===== src/rtl/mtu_pkg.sv =====
// Package of constants and types for the memory timing unit.
package mtu_pkg;
  localparam int unsigned CLK_PERIOD_PS     = 4000;
  localparam int unsigned CLR_PULSE_NS      = 50;
  localparam int unsigned WIN_NS            = 200;
  localparam int unsigned SET_PULSE_NS      = 50;
  localparam int unsigned RD_DONE_NS        = 125;
  localparam int unsigned RESP_TMO_NS       = 100;
  localparam int unsigned MCLR_NS           = 200;
  localparam int unsigned CLR_PULSE_CYC     = (CLR_PULSE_NS * 1000 + CLK_PERIOD_PS - 1) / CLK_PERIOD_PS;
  localparam int unsigned WIN_CYC           = (WIN_NS * 1000 + CLK_PERIOD_PS - 1) / CLK_PERIOD_PS;
  localparam int unsigned SET_PULSE_CYC     = (SET_PULSE_NS * 1000 + CLK_PERIOD_PS - 1) / CLK_PERIOD_PS;
  localparam int unsigned RD_DONE_CYC       = (RD_DONE_NS * 1000 + CLK_PERIOD_PS - 1) / CLK_PERIOD_PS;
  localparam int unsigned RESP_TMO_CYC      = (RESP_TMO_NS * 1000 + CLK_PERIOD_PS - 1) / CLK_PERIOD_PS;
  localparam int unsigned MCLR_CYC          = (MCLR_NS * 1000 + CLK_PERIOD_PS - 1) / CLK_PERIOD_PS;
  localparam int unsigned TMR_W             = 6;
  localparam int unsigned NUM_DEV           = 4;
  localparam int unsigned PAR_W             = 4;
  localparam int unsigned SYNC_W            = 12;
  localparam logic [1:0]  DIR_DSP           = 2'h3;
  localparam logic [1:0]  DIR_RAR           = 2'h2;
  localparam logic [1:0]  DIR_WAR           = 2'h0;
  localparam logic [1:0]  DIR_IDLE          = 2'h0;
  typedef logic [TMR_W-1:0] mtu_cnt_t;
  typedef enum logic [1:0] {
    MTU_WR_IDLE = 2'h0,
    MTU_WR_WIN  = 2'h1,
    MTU_WR_SET  = 2'h3
  } mtu_wr_e;
endpackage


===== src/rtl/mtu_tmr_if.sv =====
// Interface carrying one one-shot timer's trigger, load value and outputs.
`timescale 1ns/100ps
interface mtu_tmr_if;
  import mtu_pkg::*;
  logic     fire;
  mtu_cnt_t len;
  logic     busy;
  logic     done;
  modport owner (output fire, output len, input busy, input done);
  modport timer (input fire, input len, output busy, output done);
endinterface


===== src/rtl/mtu_oneshot.sv =====
// Retriggerable one-shot counter with an end-of-interval pulse.
`timescale 1ns/100ps
module mtu_oneshot
  import mtu_pkg::*;
(
  // Clock and reset.
  input wire logic mclk,
  input wire logic rst,
  input wire logic clr,
  // Timer link.
  mtu_tmr_if.timer t
);
  mtu_cnt_t cnt_q;
  logic     done_q;

  always_ff @(posedge mclk or posedge rst) begin
    if (rst) begin
      cnt_q <= '0;
    end else if (clr) begin
      cnt_q <= '0;
    end else if (t.fire) begin
      cnt_q <= t.len;
    end else if (cnt_q != '0) begin
      cnt_q <= cnt_q - mtu_cnt_t'(1);
    end
  end

  always_ff @(posedge mclk or posedge rst) begin
    if (rst) begin
      done_q <= 1'b0;
    end else begin
      done_q <= !clr && !t.fire && (cnt_q == mtu_cnt_t'(1));
    end
  end

  assign t.busy = (cnt_q != '0);
  assign t.done = done_q;
endmodule


===== src/rtl/mtu_memory_timing_unit.sv =====
// Memory timing unit: request handshake, buffer control, parity, flags and write arbiter.
`timescale 1ns/100ps
module mtu_memory_timing_unit
  import mtu_pkg::*;
(
  // Clock and reset.
  input  wire logic                            mclk,
  input  wire logic                            rst,
  // Configuration.
  input  wire logic                            translator_mode,
  // Processor side.
  input  wire logic                            cycle_flag,
  input  wire logic                            stack_write,
  input  wire logic                            data_write,
  input  wire logic                            push_to_buffer,
  input  wire logic                            proc_paused,
  input  wire logic                            clear_host_flag,
  input  wire logic                            parity_ignore_in,
  input  wire logic [mtu_pkg::PAR_W-1:0]       buffer_parity,
  output logic                                 ack_flag,
  output logic                                 buffer_load_n,
  output logic                                 stack_push_load_n,
  output logic                                 buffer_clear_pulse_n,
  output logic                                 buffer_set_pulse_n,
  output logic                                 host_bus_load_n,
  output logic                                 host_loaded_flag,
  output logic                                 parity_error,
  output logic                                 parity_alarm,
  // Mapper side.
  input  wire logic                            mapper_ok,
  input  wire logic                            mapper_request,
  output logic                                 mapper_go,
  output logic                                 mapper_fast_clear,
  output logic                                 translator_cycle_done_n,
  // Memory interface side.
  input  wire logic                            request_accepted_echo,
  input  wire logic                            write_complete_pulse,
  input  wire logic                            read_restart_strobe_n,
  input  wire logic                            incoming_parity_bit,
  input  wire logic                            address_acknowledged,
  output logic                                 memory_request_n,
  output logic                                 mem_read,
  output logic                                 mem_write,
  output logic                                 outgoing_parity_bit,
  output logic                                 multiplexer_clear,
  output logic                                 nonexistent_memory_flag,
  // Host commands and master clear.
  input  wire logic                            host_clear_buffer_cmd,
  input  wire logic                            host_set_buffer_cmd,
  input  wire logic                            host_master_clear,
  input  wire logic                            panel_master_clear,
  output logic                                 master_clear,
  output logic                                 master_clear_n,
  // Write devices.
  input  wire logic [mtu_pkg::NUM_DEV-1:0]     dev_request,
  input  wire logic [2*mtu_pkg::NUM_DEV-1:0]   dev_directive,
  input  wire logic                            write_buffer_taken,
  output logic [mtu_pkg::NUM_DEV-1:0]          dev_data_grant_n,
  output logic [mtu_pkg::NUM_DEV-1:0]          dev_ack,
  output logic                                 write_buffer_occupied,
  output logic                                 write_buffer_load_n,
  output logic                                 directive_bit_hi,
  output logic                                 directive_bit_hi_oe,
  output logic                                 directive_bit_lo,
  output logic                                 directive_bit_lo_oe
);
  ////////////////////////////////////////////////////////////////////////////////
  // Synchronisers.
  // two-stage synchronisers
  logic [SYNC_W-1:0] s1_q;
  logic [SYNC_W-1:0] s2_q;
  logic [SYNC_W-1:0] s3_q;
  logic [SYNC_W-1:0] async_in;
  logic [NUM_DEV-1:0] dreq_s1_q;
  logic [NUM_DEV-1:0] dreq_q;

  assign async_in = {mapper_ok, mapper_request, request_accepted_echo, write_complete_pulse,
                     read_restart_strobe_n, incoming_parity_bit, address_acknowledged,
                     host_clear_buffer_cmd, host_set_buffer_cmd, host_master_clear,
                     panel_master_clear, write_buffer_taken};

  always_ff @(posedge mclk or posedge rst) begin
    if (rst) begin
      // Reset to each pin's idle level so no false edge follows reset; the read strobe rests high.
      s1_q      <= 12'h080;
      s2_q      <= 12'h080;
      s3_q      <= 12'h080;
      dreq_s1_q <= '0;
      dreq_q    <= '0;
    end else begin
      s1_q      <= async_in;
      s2_q      <= s1_q;
      s3_q      <= s2_q;
      dreq_s1_q <= dev_request;
      dreq_q    <= dreq_s1_q;
    end
  end

  logic ok_s, mreq_s, echo_s, wrc_s, rdrs_n_s, rpar_s, ackd_s, hclr_s, hset_s, hmc_s, pmc_s, wbt_s;
  assign {ok_s, mreq_s, echo_s, wrc_s, rdrs_n_s, rpar_s, ackd_s, hclr_s, hset_s, hmc_s, pmc_s, wbt_s} = s2_q;
  logic echo_rise, echo_fall, wrc_rise, rdrs_fall, hclr_rise, hset_rise, mc_rise;
  assign echo_rise = echo_s && !s3_q[9];
  assign echo_fall = !echo_s && s3_q[9];
  assign wrc_rise  = wrc_s && !s3_q[8];
  assign rdrs_fall = !rdrs_n_s && s3_q[7];
  assign hclr_rise = hclr_s && !s3_q[4];
  assign hset_rise = hset_s && !s3_q[3];
  assign mc_rise   = (hmc_s && !s3_q[2]) || (pmc_s && !s3_q[1]);

  ////////////////////////////////////////////////////////////////////////////////
  // One-shot timers.
  logic mclr;
  mtu_tmr_if mc_t ();
  mtu_tmr_if rd_t ();
  mtu_tmr_if to_t ();
  assign mc_t.fire = mc_rise;
  assign mc_t.len  = mtu_cnt_t'(MCLR_CYC);
  assign mclr      = mc_t.busy;
  mtu_oneshot u_mc (.mclk(mclk), .rst(rst), .clr(1'b0), .t(mc_t));
  assign rd_t.fire = rdrs_fall;
  assign rd_t.len  = mtu_cnt_t'(RD_DONE_CYC);
  mtu_oneshot u_rd (.mclk(mclk), .rst(rst), .clr(mclr), .t(rd_t));

  always_ff @(posedge mclk or posedge rst) begin
    if (rst) begin
      master_clear   <= 1'b0;
      master_clear_n <= 1'b1;
    end else begin
      master_clear   <= mclr;
      master_clear_n <= !mclr;
    end
  end

  ////////////////////////////////////////////////////////////////////////////////
  // Access request flip-flops.
  logic cyc_q, pend_q, preq_q, ready_q, preq_rise;
  logic is_write;
  assign is_write = preq_q && (stack_write || data_write);

  always_ff @(posedge mclk or posedge rst) begin
    if (rst) begin
      cyc_q <= 1'b0;
    end else begin
      cyc_q <= cycle_flag;
    end
  end

  // pending set on cycle flag rise; cleared by request
  always_ff @(posedge mclk or posedge rst) begin
    if (rst) begin
      pend_q <= 1'b0;
    end else if (mclr) begin
      pend_q <= 1'b0;
    end else if (cycle_flag && !cyc_q) begin
      pend_q <= 1'b1;
    end else if (preq_q) begin
      pend_q <= 1'b0;
    end
  end

  always_ff @(posedge mclk or posedge rst) begin
    if (rst) begin
      preq_q <= 1'b0;
    end else if (mclr) begin
      preq_q <= 1'b0;
    end else if (pend_q && (!translator_mode || ok_s)) begin
      preq_q <= 1'b1;
    end else if (echo_fall && !translator_mode) begin
      preq_q <= 1'b0;
    end
  end

  always_ff @(posedge mclk or posedge rst) begin
    if (rst) begin
      ready_q <= 1'b1;
    end else if (mclr) begin
      ready_q <= 1'b1;
    end else if (echo_s) begin
      ready_q <= 1'b0;
    end else if (echo_fall && !translator_mode) begin
      ready_q <= 1'b1;
    end
  end

  logic preq_d1_q;
  assign preq_rise = preq_q && !preq_d1_q;

  always_ff @(posedge mclk or posedge rst) begin
    if (rst) begin
      preq_d1_q         <= 1'b0;
      memory_request_n  <= 1'b1;
      mem_read          <= 1'b1;
      mem_write         <= 1'b0;
      mapper_go         <= 1'b0;
      mapper_fast_clear <= 1'b0;
    end else begin
      preq_d1_q         <= preq_q;
      memory_request_n  <= !(ready_q && !echo_s && (preq_q || (mreq_s && translator_mode)));
      mem_read          <= !is_write;
      mem_write         <= is_write;
      mapper_go         <= translator_mode && pend_q && !mclr;
      mapper_fast_clear <= translator_mode && echo_fall;
    end
  end

  ////////////////////////////////////////////////////////////////////////////////
  // Buffer control sequencing.
  mtu_wr_e  wst_q;
  mtu_cnt_t wcnt_q;
  mtu_cnt_t clr_cnt_q;

  always_ff @(posedge mclk or posedge rst) begin
    if (rst) begin
      wst_q  <= MTU_WR_IDLE;
      wcnt_q <= '0;
    end else if (mclr) begin
      wst_q  <= MTU_WR_IDLE;
      wcnt_q <= '0;
    end else begin
      case (wst_q)
        MTU_WR_IDLE: begin
          if (preq_rise && (stack_write || data_write)) begin
            wst_q  <= MTU_WR_WIN;
            wcnt_q <= mtu_cnt_t'(WIN_CYC - 1);
          end
        end
        MTU_WR_WIN: begin
          if (wcnt_q == '0) begin
            wst_q  <= MTU_WR_SET;
            wcnt_q <= mtu_cnt_t'(SET_PULSE_CYC - 1);
          end else begin
            wcnt_q <= wcnt_q - mtu_cnt_t'(1);
          end
        end
        MTU_WR_SET: begin
          if (wcnt_q == '0) begin
            wst_q <= MTU_WR_IDLE;
          end else begin
            wcnt_q <= wcnt_q - mtu_cnt_t'(1);
          end
        end
        default: begin
          wst_q <= MTU_WR_IDLE;
        end
      endcase
    end
  end

  // read clear pulse on echo rise
  always_ff @(posedge mclk or posedge rst) begin
    if (rst) begin
      clr_cnt_q <= '0;
    end else if (echo_rise && !is_write) begin
      clr_cnt_q <= mtu_cnt_t'(CLR_PULSE_CYC);
    end else if (clr_cnt_q != '0) begin
      clr_cnt_q <= clr_cnt_q - mtu_cnt_t'(1);
    end
  end

  always_ff @(posedge mclk or posedge rst) begin
    if (rst) begin
      buffer_load_n        <= 1'b1;
      stack_push_load_n    <= 1'b1;
      buffer_clear_pulse_n <= 1'b1;
      buffer_set_pulse_n   <= 1'b1;
      host_bus_load_n      <= 1'b1;
      host_loaded_flag     <= 1'b0;
    end else begin
      buffer_load_n        <= !(wst_q == MTU_WR_WIN && data_write);
      stack_push_load_n    <= !(wst_q == MTU_WR_WIN && push_to_buffer);
      buffer_clear_pulse_n <= !(clr_cnt_q != '0);
      buffer_set_pulse_n   <= !(wst_q == MTU_WR_SET || (hclr_rise && proc_paused));
      host_bus_load_n      <= !(hset_rise && proc_paused);
      if (mclr) begin
        host_loaded_flag <= 1'b0;
      end else if (hset_rise && proc_paused) begin
        host_loaded_flag <= 1'b1;
      end else if (clear_host_flag) begin
        host_loaded_flag <= 1'b0;
      end
    end
  end

  ////////////////////////////////////////////////////////////////////////////////
  // Parity.
  logic rpar_q, ign_q, par_even, par_fault;
  assign par_even  = ~^buffer_parity;
  assign par_fault = (rpar_q != par_even) && !ign_q;

  always_ff @(posedge mclk or posedge rst) begin
    if (rst) begin
      rpar_q <= 1'b0;
      ign_q  <= 1'b0;
    end else if (mclr) begin
      rpar_q <= 1'b0;
      ign_q  <= 1'b0;
    end else begin
      if (echo_s && !is_write) begin
        rpar_q <= rpar_s;
      end
      if (parity_ignore_in) begin
        ign_q <= 1'b1;
      end
    end
  end

  always_ff @(posedge mclk or posedge rst) begin
    if (rst) begin
      outgoing_parity_bit     <= 1'b0;
      parity_error            <= 1'b0;
      parity_alarm            <= 1'b0;
      translator_cycle_done_n <= 1'b1;
      ack_flag                <= 1'b0;
    end else begin
      outgoing_parity_bit     <= is_write ? par_even : 1'b0;
      parity_error            <= !is_write && preq_q && par_fault;
      translator_cycle_done_n <= !(rd_t.done && !par_fault && translator_mode);
      if (mclr) begin
        parity_alarm <= 1'b0;
        ack_flag     <= 1'b0;
      end else begin
        if (rd_t.done && par_fault) begin
          parity_alarm <= 1'b1;
        end
        if (wrc_rise || (rd_t.done && !par_fault && !translator_mode)) begin
          ack_flag <= 1'b1;
        end else if (!cycle_flag) begin
          ack_flag <= 1'b0;
        end
      end
    end
  end

  ////////////////////////////////////////////////////////////////////////////////
  // Response timeout.
  // 100 ns timer restarted per request
  assign to_t.fire = (!memory_request_n && !to_t.busy) || multiplexer_clear;
  assign to_t.len  = mtu_cnt_t'(RESP_TMO_CYC);
  mtu_oneshot u_to (.mclk(mclk), .rst(rst), .clr(mclr), .t(to_t));

  always_ff @(posedge mclk or posedge rst) begin
    if (rst) begin
      multiplexer_clear       <= 1'b0;
      nonexistent_memory_flag <= 1'b0;
    end else if (mclr) begin
      multiplexer_clear       <= 1'b0;
      nonexistent_memory_flag <= 1'b0;
    end else begin
      multiplexer_clear <= to_t.done && echo_s && !ackd_s;
      if (to_t.done && echo_s && ackd_s) begin
        nonexistent_memory_flag <= 1'b1;
      end
    end
  end

  ////////////////////////////////////////////////////////////////////////////////
  // Write arbiter.
  logic [NUM_DEV-1:0] mst_q, slv_q, win;
  logic               busy_q;

  function automatic logic [NUM_DEV-1:0] mtu_prio(input logic [NUM_DEV-1:0] r);
    logic [NUM_DEV-1:0] g;
    logic               taken;
    g     = '0;
    taken = 1'b0;
    for (int i = 0; i < NUM_DEV; i++) begin
      g[i]  = r[i] && !taken;
      taken = taken || r[i];
    end
    return g;
  endfunction

  assign win = mtu_prio(slv_q);

  always_ff @(posedge mclk or posedge rst) begin
    if (rst) begin
      mst_q  <= '0;
      slv_q  <= '0;
      busy_q <= 1'b0;
    end else if (mclr) begin
      mst_q  <= '0;
      slv_q  <= '0;
      busy_q <= 1'b0;
    end else begin
      if (!busy_q || wbt_s) begin
        mst_q  <= dreq_q;
        busy_q <= |dreq_q;
      end
      slv_q <= mst_q;
    end
  end

  // occupied flag, grants, directives and acknowledge
  always_ff @(posedge mclk or posedge rst) begin
    if (rst) begin
      write_buffer_occupied <= 1'b0;
      write_buffer_load_n   <= 1'b1;
      dev_data_grant_n      <= '1;
      dev_ack               <= '0;
      directive_bit_hi      <= 1'b0;
      directive_bit_lo      <= 1'b0;
      directive_bit_hi_oe   <= 1'b0;
      directive_bit_lo_oe   <= 1'b0;
    end else if (mclr) begin
      write_buffer_occupied <= 1'b0;
      write_buffer_load_n   <= 1'b1;
      dev_data_grant_n      <= '1;
      dev_ack               <= '0;
      directive_bit_hi_oe   <= 1'b0;
      directive_bit_lo_oe   <= 1'b0;
    end else begin
      write_buffer_occupied <= |win;
      write_buffer_load_n   <= !write_buffer_occupied;
      dev_data_grant_n      <= ~win;
      dev_ack               <= (!write_buffer_load_n) ? ~dev_data_grant_n : '0;
      directive_bit_hi      <= 1'b0;
      directive_bit_lo      <= 1'b0;
      directive_bit_hi_oe   <= 1'b0;
      directive_bit_lo_oe   <= 1'b0;
      for (int i = 0; i < NUM_DEV; i++) begin
        if (win[i]) begin
          directive_bit_hi_oe <= !dev_directive[2*i+1];
          directive_bit_lo_oe <= !dev_directive[2*i];
        end
      end
    end
  end

  ////////////////////////////////////////////////////////////////////////////////
  // Assertions.
  AST_REQ_READY: assert property (@(posedge mclk) disable iff (rst)
    !memory_request_n |-> $past(ready_q)) else $error("Request driven while not ready.");
  AST_ECHO_RELEASE: assert property (@(posedge mclk) disable iff (rst)
    echo_s |=> memory_request_n) else $error("Request not released on echo.");
  AST_DIRECT_REQ: assert property (@(posedge mclk) disable iff (rst || mclr)
    (pend_q && !translator_mode) |=> preq_q) else $error("Direct mode request not set.");
  AST_PEND_CLR: assert property (@(posedge mclk) disable iff (rst || mclr)
    (preq_q && $past(preq_q) && !(cycle_flag && !cyc_q)) |=> !pend_q) else $error("Pending not cleared.");
  AST_RW_SEL: assert property (@(posedge mclk) disable iff (rst)
    !preq_q |=> mem_read && !mem_write) else $error("Write without processor request.");
  AST_ACK_WRC: assert property (@(posedge mclk) disable iff (rst || mclr)
    wrc_rise |=> ack_flag) else $error("Write completion did not acknowledge.");
  AST_NXM_STICKY: assert property (@(posedge mclk) disable iff (rst || mclr)
    nonexistent_memory_flag |=> nonexistent_memory_flag) else $error("Nonexistent memory flag dropped.");
  AST_GRANT_ONEHOT: assert property (@(posedge mclk) disable iff (rst)
    $onehot0(~dev_data_grant_n)) else $error("More than one grant.");
  AST_RD_DONE: assert property (@(posedge mclk) disable iff (rst || mclr)
    rdrs_fall ##1 !rdrs_fall [*1] |-> ##32 rd_t.done) else $error("Read done timing wrong.");
endmodule


===== config.mk =====
export PLATFORM = sky130hd
export DESIGN_NAME = mtu_memory_timing_unit
export DESIGN_NICKNAME = d
export VERILOG_FILES = /design/src/rtl/mtu_pkg.sv /design/src/rtl/mtu_tmr_if.sv /design/src/rtl/mtu_oneshot.sv /design/src/rtl/mtu_memory_timing_unit.sv
export SDC_FILE = /design/constraint.sdc
export NUM_CORES = 1
export LEC_CHECK = 0
export BUFFER_PORTS_ARGS = -buffer_cell sky130_fd_sc_hd__buf_2
export CORE_MARGIN = 2
export CORE_UTILIZATION = 60
export CTS_BUF_LIST = sky130_fd_sc_hd__clkbuf_16
export DETAILED_ROUTE_END_ITERATION = 8
export PLACE_DENSITY_LB_ADDON = 0.3
export SLEW_MARGIN = 25
export SYNTH_ARGS = -nofsm -noshare
export SYNTH_HDL_FRONTEND = slang
export SYNTH_SLANG_ARGS = --single-unit

===== constraint.sdc =====
create_clock -name mclk -period 5.54 [get_ports mclk]
set_input_delay 0.554 -clock mclk [delete_from_list [all_inputs] [get_ports mclk]]
set_output_delay 0.554 -clock mclk [all_outputs]
set_load 0.005 [all_outputs]

==> flow_summary.json <==
{
  "run_status": "complete, no violations",
  "cts_setup_buffers": 0,
  "remaining_drc_errors": 0,
  "setup-violations-final": 0,
  "finalWirelength_um": 9390,
  "netlist_area_um2": 4720,
  "worst_ir_drop_vdd_mv": 0.313,
  "final_ant_viol_nets": 0,
  "yosysSeqAreaShare_pct": 64.7,
  "post_synth_inst_count": 400,
  "crit_arrival_ns": 2.35,
  "coreArea_um2": 7690,
  "finalWorstPathRequiredPeriod_ns": 2.05,
  "placement.io_buffers": 69,
  "worstSkewPairLatency_ns": 0.41,
  "cts-root-buf": "clkbuf_16",
  "clock_tree.htree_level_count": 4,
  "synth_top_area_share_pct": 54.6,
  "multiInputGateArea_um2": 1530,
  "power.static_leakage_nw": 2.73,
  "yosysUniqueCellTypes": 50,
  "drt-met1-wl_um": 4060,
  "power_mw": 2.36,
  "hold_viol": 0,
  "num_rows": 32,
  "path_cells": "inv_1 > ha_1 > or3b_1 > nor3_2 > a21oi_1 > nor2b_1 > a211oi_1",
  "dieHeight_um": 92.7,
  "power.density_nw_per_um2": 404,
  "cts_hold_buffers": 0,
  "met3_wirelength_um": 539,
  "slew_of_the_pin_with_the_lowest_slew_margin_ns": 0.697,
  "die_w_um": 92.7,
  "num_io_pins": 72,
  "die_area_um2": 8590,
  "place.gp.congestion": 0.838,
  "dpl.hpwl_um": 5850,
  "cap_viol_max_count": 0,
  "clk_transition_reported_paths_ns": 0.05,
  "critPathSlowestCell": "dfrtp_1",
  "highest-signal-layer": "met4",
  "wire_per_inst_um": 15.8,
  "drive_above_1_share_pct": 26.6,
  "grt_usage_pct": 24.6,
  "globalRouteOverflowTotal": 0,
  "detailedRoute.firstIterationViolations": 170,
  "asyncSetResetFlopFracSynth_pct": 100,
  "path_max_fanout": 6,
  "numCtsBuffers": 17,
  "nNetsFinal": 531,
  "post_cts_resized": 0,
  "synth_edf_count": 0,
  "criticalPathCategory": "flip-flop to flip-flop",
  "num-fill-cells": 512,
  "grt_max_degree": 83,
  "viasPerCell": 5.58,
  "tritoncts_sinks": 121,
  "ys_top_cells_by_area": "dfrtp_1, dfstp_2, ha_1",
  "cpLargestDelayFamily": "simple AND/OR/NAND/NOR gates",
  "grt_pass1_wl_um": 15900,
  "timing.max_slew.rel_slack_pct": 53.5,
  "grt_pass1_vias": 3284,
  "synth.most_common_cell": "dfrtp_1",
  "floorplan.initialDensity_pct": 61.4,
  "cpPeakStageDelay_ns": 0.42,
  "worstSetupEndpointType": "flip-flop",
  "yosys_warnings": 0,
  "final-max-slew-violation-count": 0,
  "crit_required_ns": 5.85,
  "synth_top_area_cell": "dfrtp_1",
  "worstSetupStartpointType": "flip-flop",
  "num_antenna_cells": 0,
  "ctsLongestPathBuffers": 2,
  "holdPathStages": 1,
  "cts_tree": "yes",
  "hp-class": "input port to flip-flop",
  "routed-via-count": 3321,
  "fin_crit_sh_pct": 36.9,
  "route.met2.wl_um": 4660,
  "ff_latch_area_um2": 3050,
  "total_negative_setup_slack_ns": 0,
  "cp_num_buf_inv": 1,
  "grt_antenna_before_repair": 0,
  "syn_avg_cell_area_um2": 11.8,
  "yosys_register_bits": 121,
  "synthToLayoutAreaGrowth_pct": 23.9,
  "grt_setup_unrepaired": "false",
  "ff2ff_path_depth": 7,
  "final_core_utilization_pct": 76.1,
  "ys_top_cells_by_count": "dfrtp_1, nor2_1, inv_1, nand2_1, a21oi_1",
  "path_depth": 7,
  "synth-main-ff-cell": "dfrtp_1",
  "fmax_ghz": 0.489,
  "drt_pre_antenna_iters": 5,
  "skew_ns": 0.00920
}
## cells by family (layout without fill, tap and decap cells)
group                      count (synthesis)  count (layout)  share of synthesized area (%)
and+or+nand+nor                          137             137                           15.3
DFF                                      121             121                           64.7
AOI/OAI and AO/OA                         73              73                           9.84
buffers and inverters                     37             129                           3.10
adders and majority gates                 13              13                           3.45
xor gates and xnor gates                  11              11                           2.04
muxes                                      7               7                           1.51
other                                      1               2                         0.0795
## area by class of cell
class | count | area share (%)
clock buffer | 17 | 7.27
clock inverter | 15 | 4.39
inverter | 26 | 1.75
multi-input combinational | 243 | 26.1
sequential | 121 | 52.2
tap | 102 | 2.18
timing repair buffer | 71 | 6.16
## per-layer routing
metal	up-vias	GRT usage [%]
met5	-	0
met4	0	8.95
met3	13	8.22
met2	127	39.0
met1	1641	31.9
li1	1540	-
## layout by cell type, fill, tap and decap left out, types with 13 or more instances in the layout
cell,synthesis,layout
nor3_1,19,19
nand2_1,26,26
ha_1,13,13
dfstp_2,18,18
dfrtp_1,103,103
nor2_1,28,28
a21oi_1,23,23
inv_1,26,27
buf_2,0,69
o21ai_0,13,13
clkbuf_16,0,17
## worst register-to-register path: cells and delay by family, from the launching register on
family                     cells  cell delay [ns]
AOI/OAI and AO/OA              2             0.38
buffers and inverters          1             0.10
and+or+nand+nor                3             0.90
DFF                            1             0.42
adders and majority gates      1             0.15
## report_power, final
part	total, mW	leakage [nW]	internal [mW]	switching (mW)
logic	0.142	0.895	0.0584	0.0832
clock network	1.25	0.327	0.882	0.372
registers	0.965	1.51	0.932	0.0329
## final timing paths
| check | startpoint | to | slack (ns) |
|---|---|---|---|
| max | wcnt_q[0]$_DFFE_PP0P_ | wcnt_q[5]$_DFFE_PP0P_ | 3.49 |
| min reg2reg | s1_q[5]$_DFF_PP0_ | s2_q[5]$_DFF_PP0_ | 0.34 |
| max reg2reg | wcnt_q[0]$_DFFE_PP0P_ | wcnt_q[5]$_DFFE_PP0P_ | 3.49 |
| max in group asynchronous | rst | ready_q$_DFFE_PP1P_ | 4.25 |
| min | read_restart_strobe_n | s1_q[7]$_DFF_PP1_ | 0.25 |
| min in group asynchronous | rst | s1_q[1]$_DFF_PP0_ | 0.26 |
## registers in the layout (all words and copies together), names as in the netlist, 6 cells and up
signal / cells
s1_q: 12
s2_q: 12
s3_q: 7
clr_cnt_q: 6
u_mc.cnt_q: 6
u_rd.cnt_q: 6
u_to.cnt_q: 6
wcnt_q: 6
## stage by stage
stage	instances	instance area, um^2	setup slack [ns]	hold slack [ns]
after detailed placement	563	5160	3.52	0.336
after global placement	563	5160	3.61	0.332
final	595	5850	3.49	0.248
after CTS	595	5850	3.50	0.235
after floorplan	401	4720	1.80	0.331
after global routing	595	5850	3.29	0.225
Power figures use the tool's default switching activity.
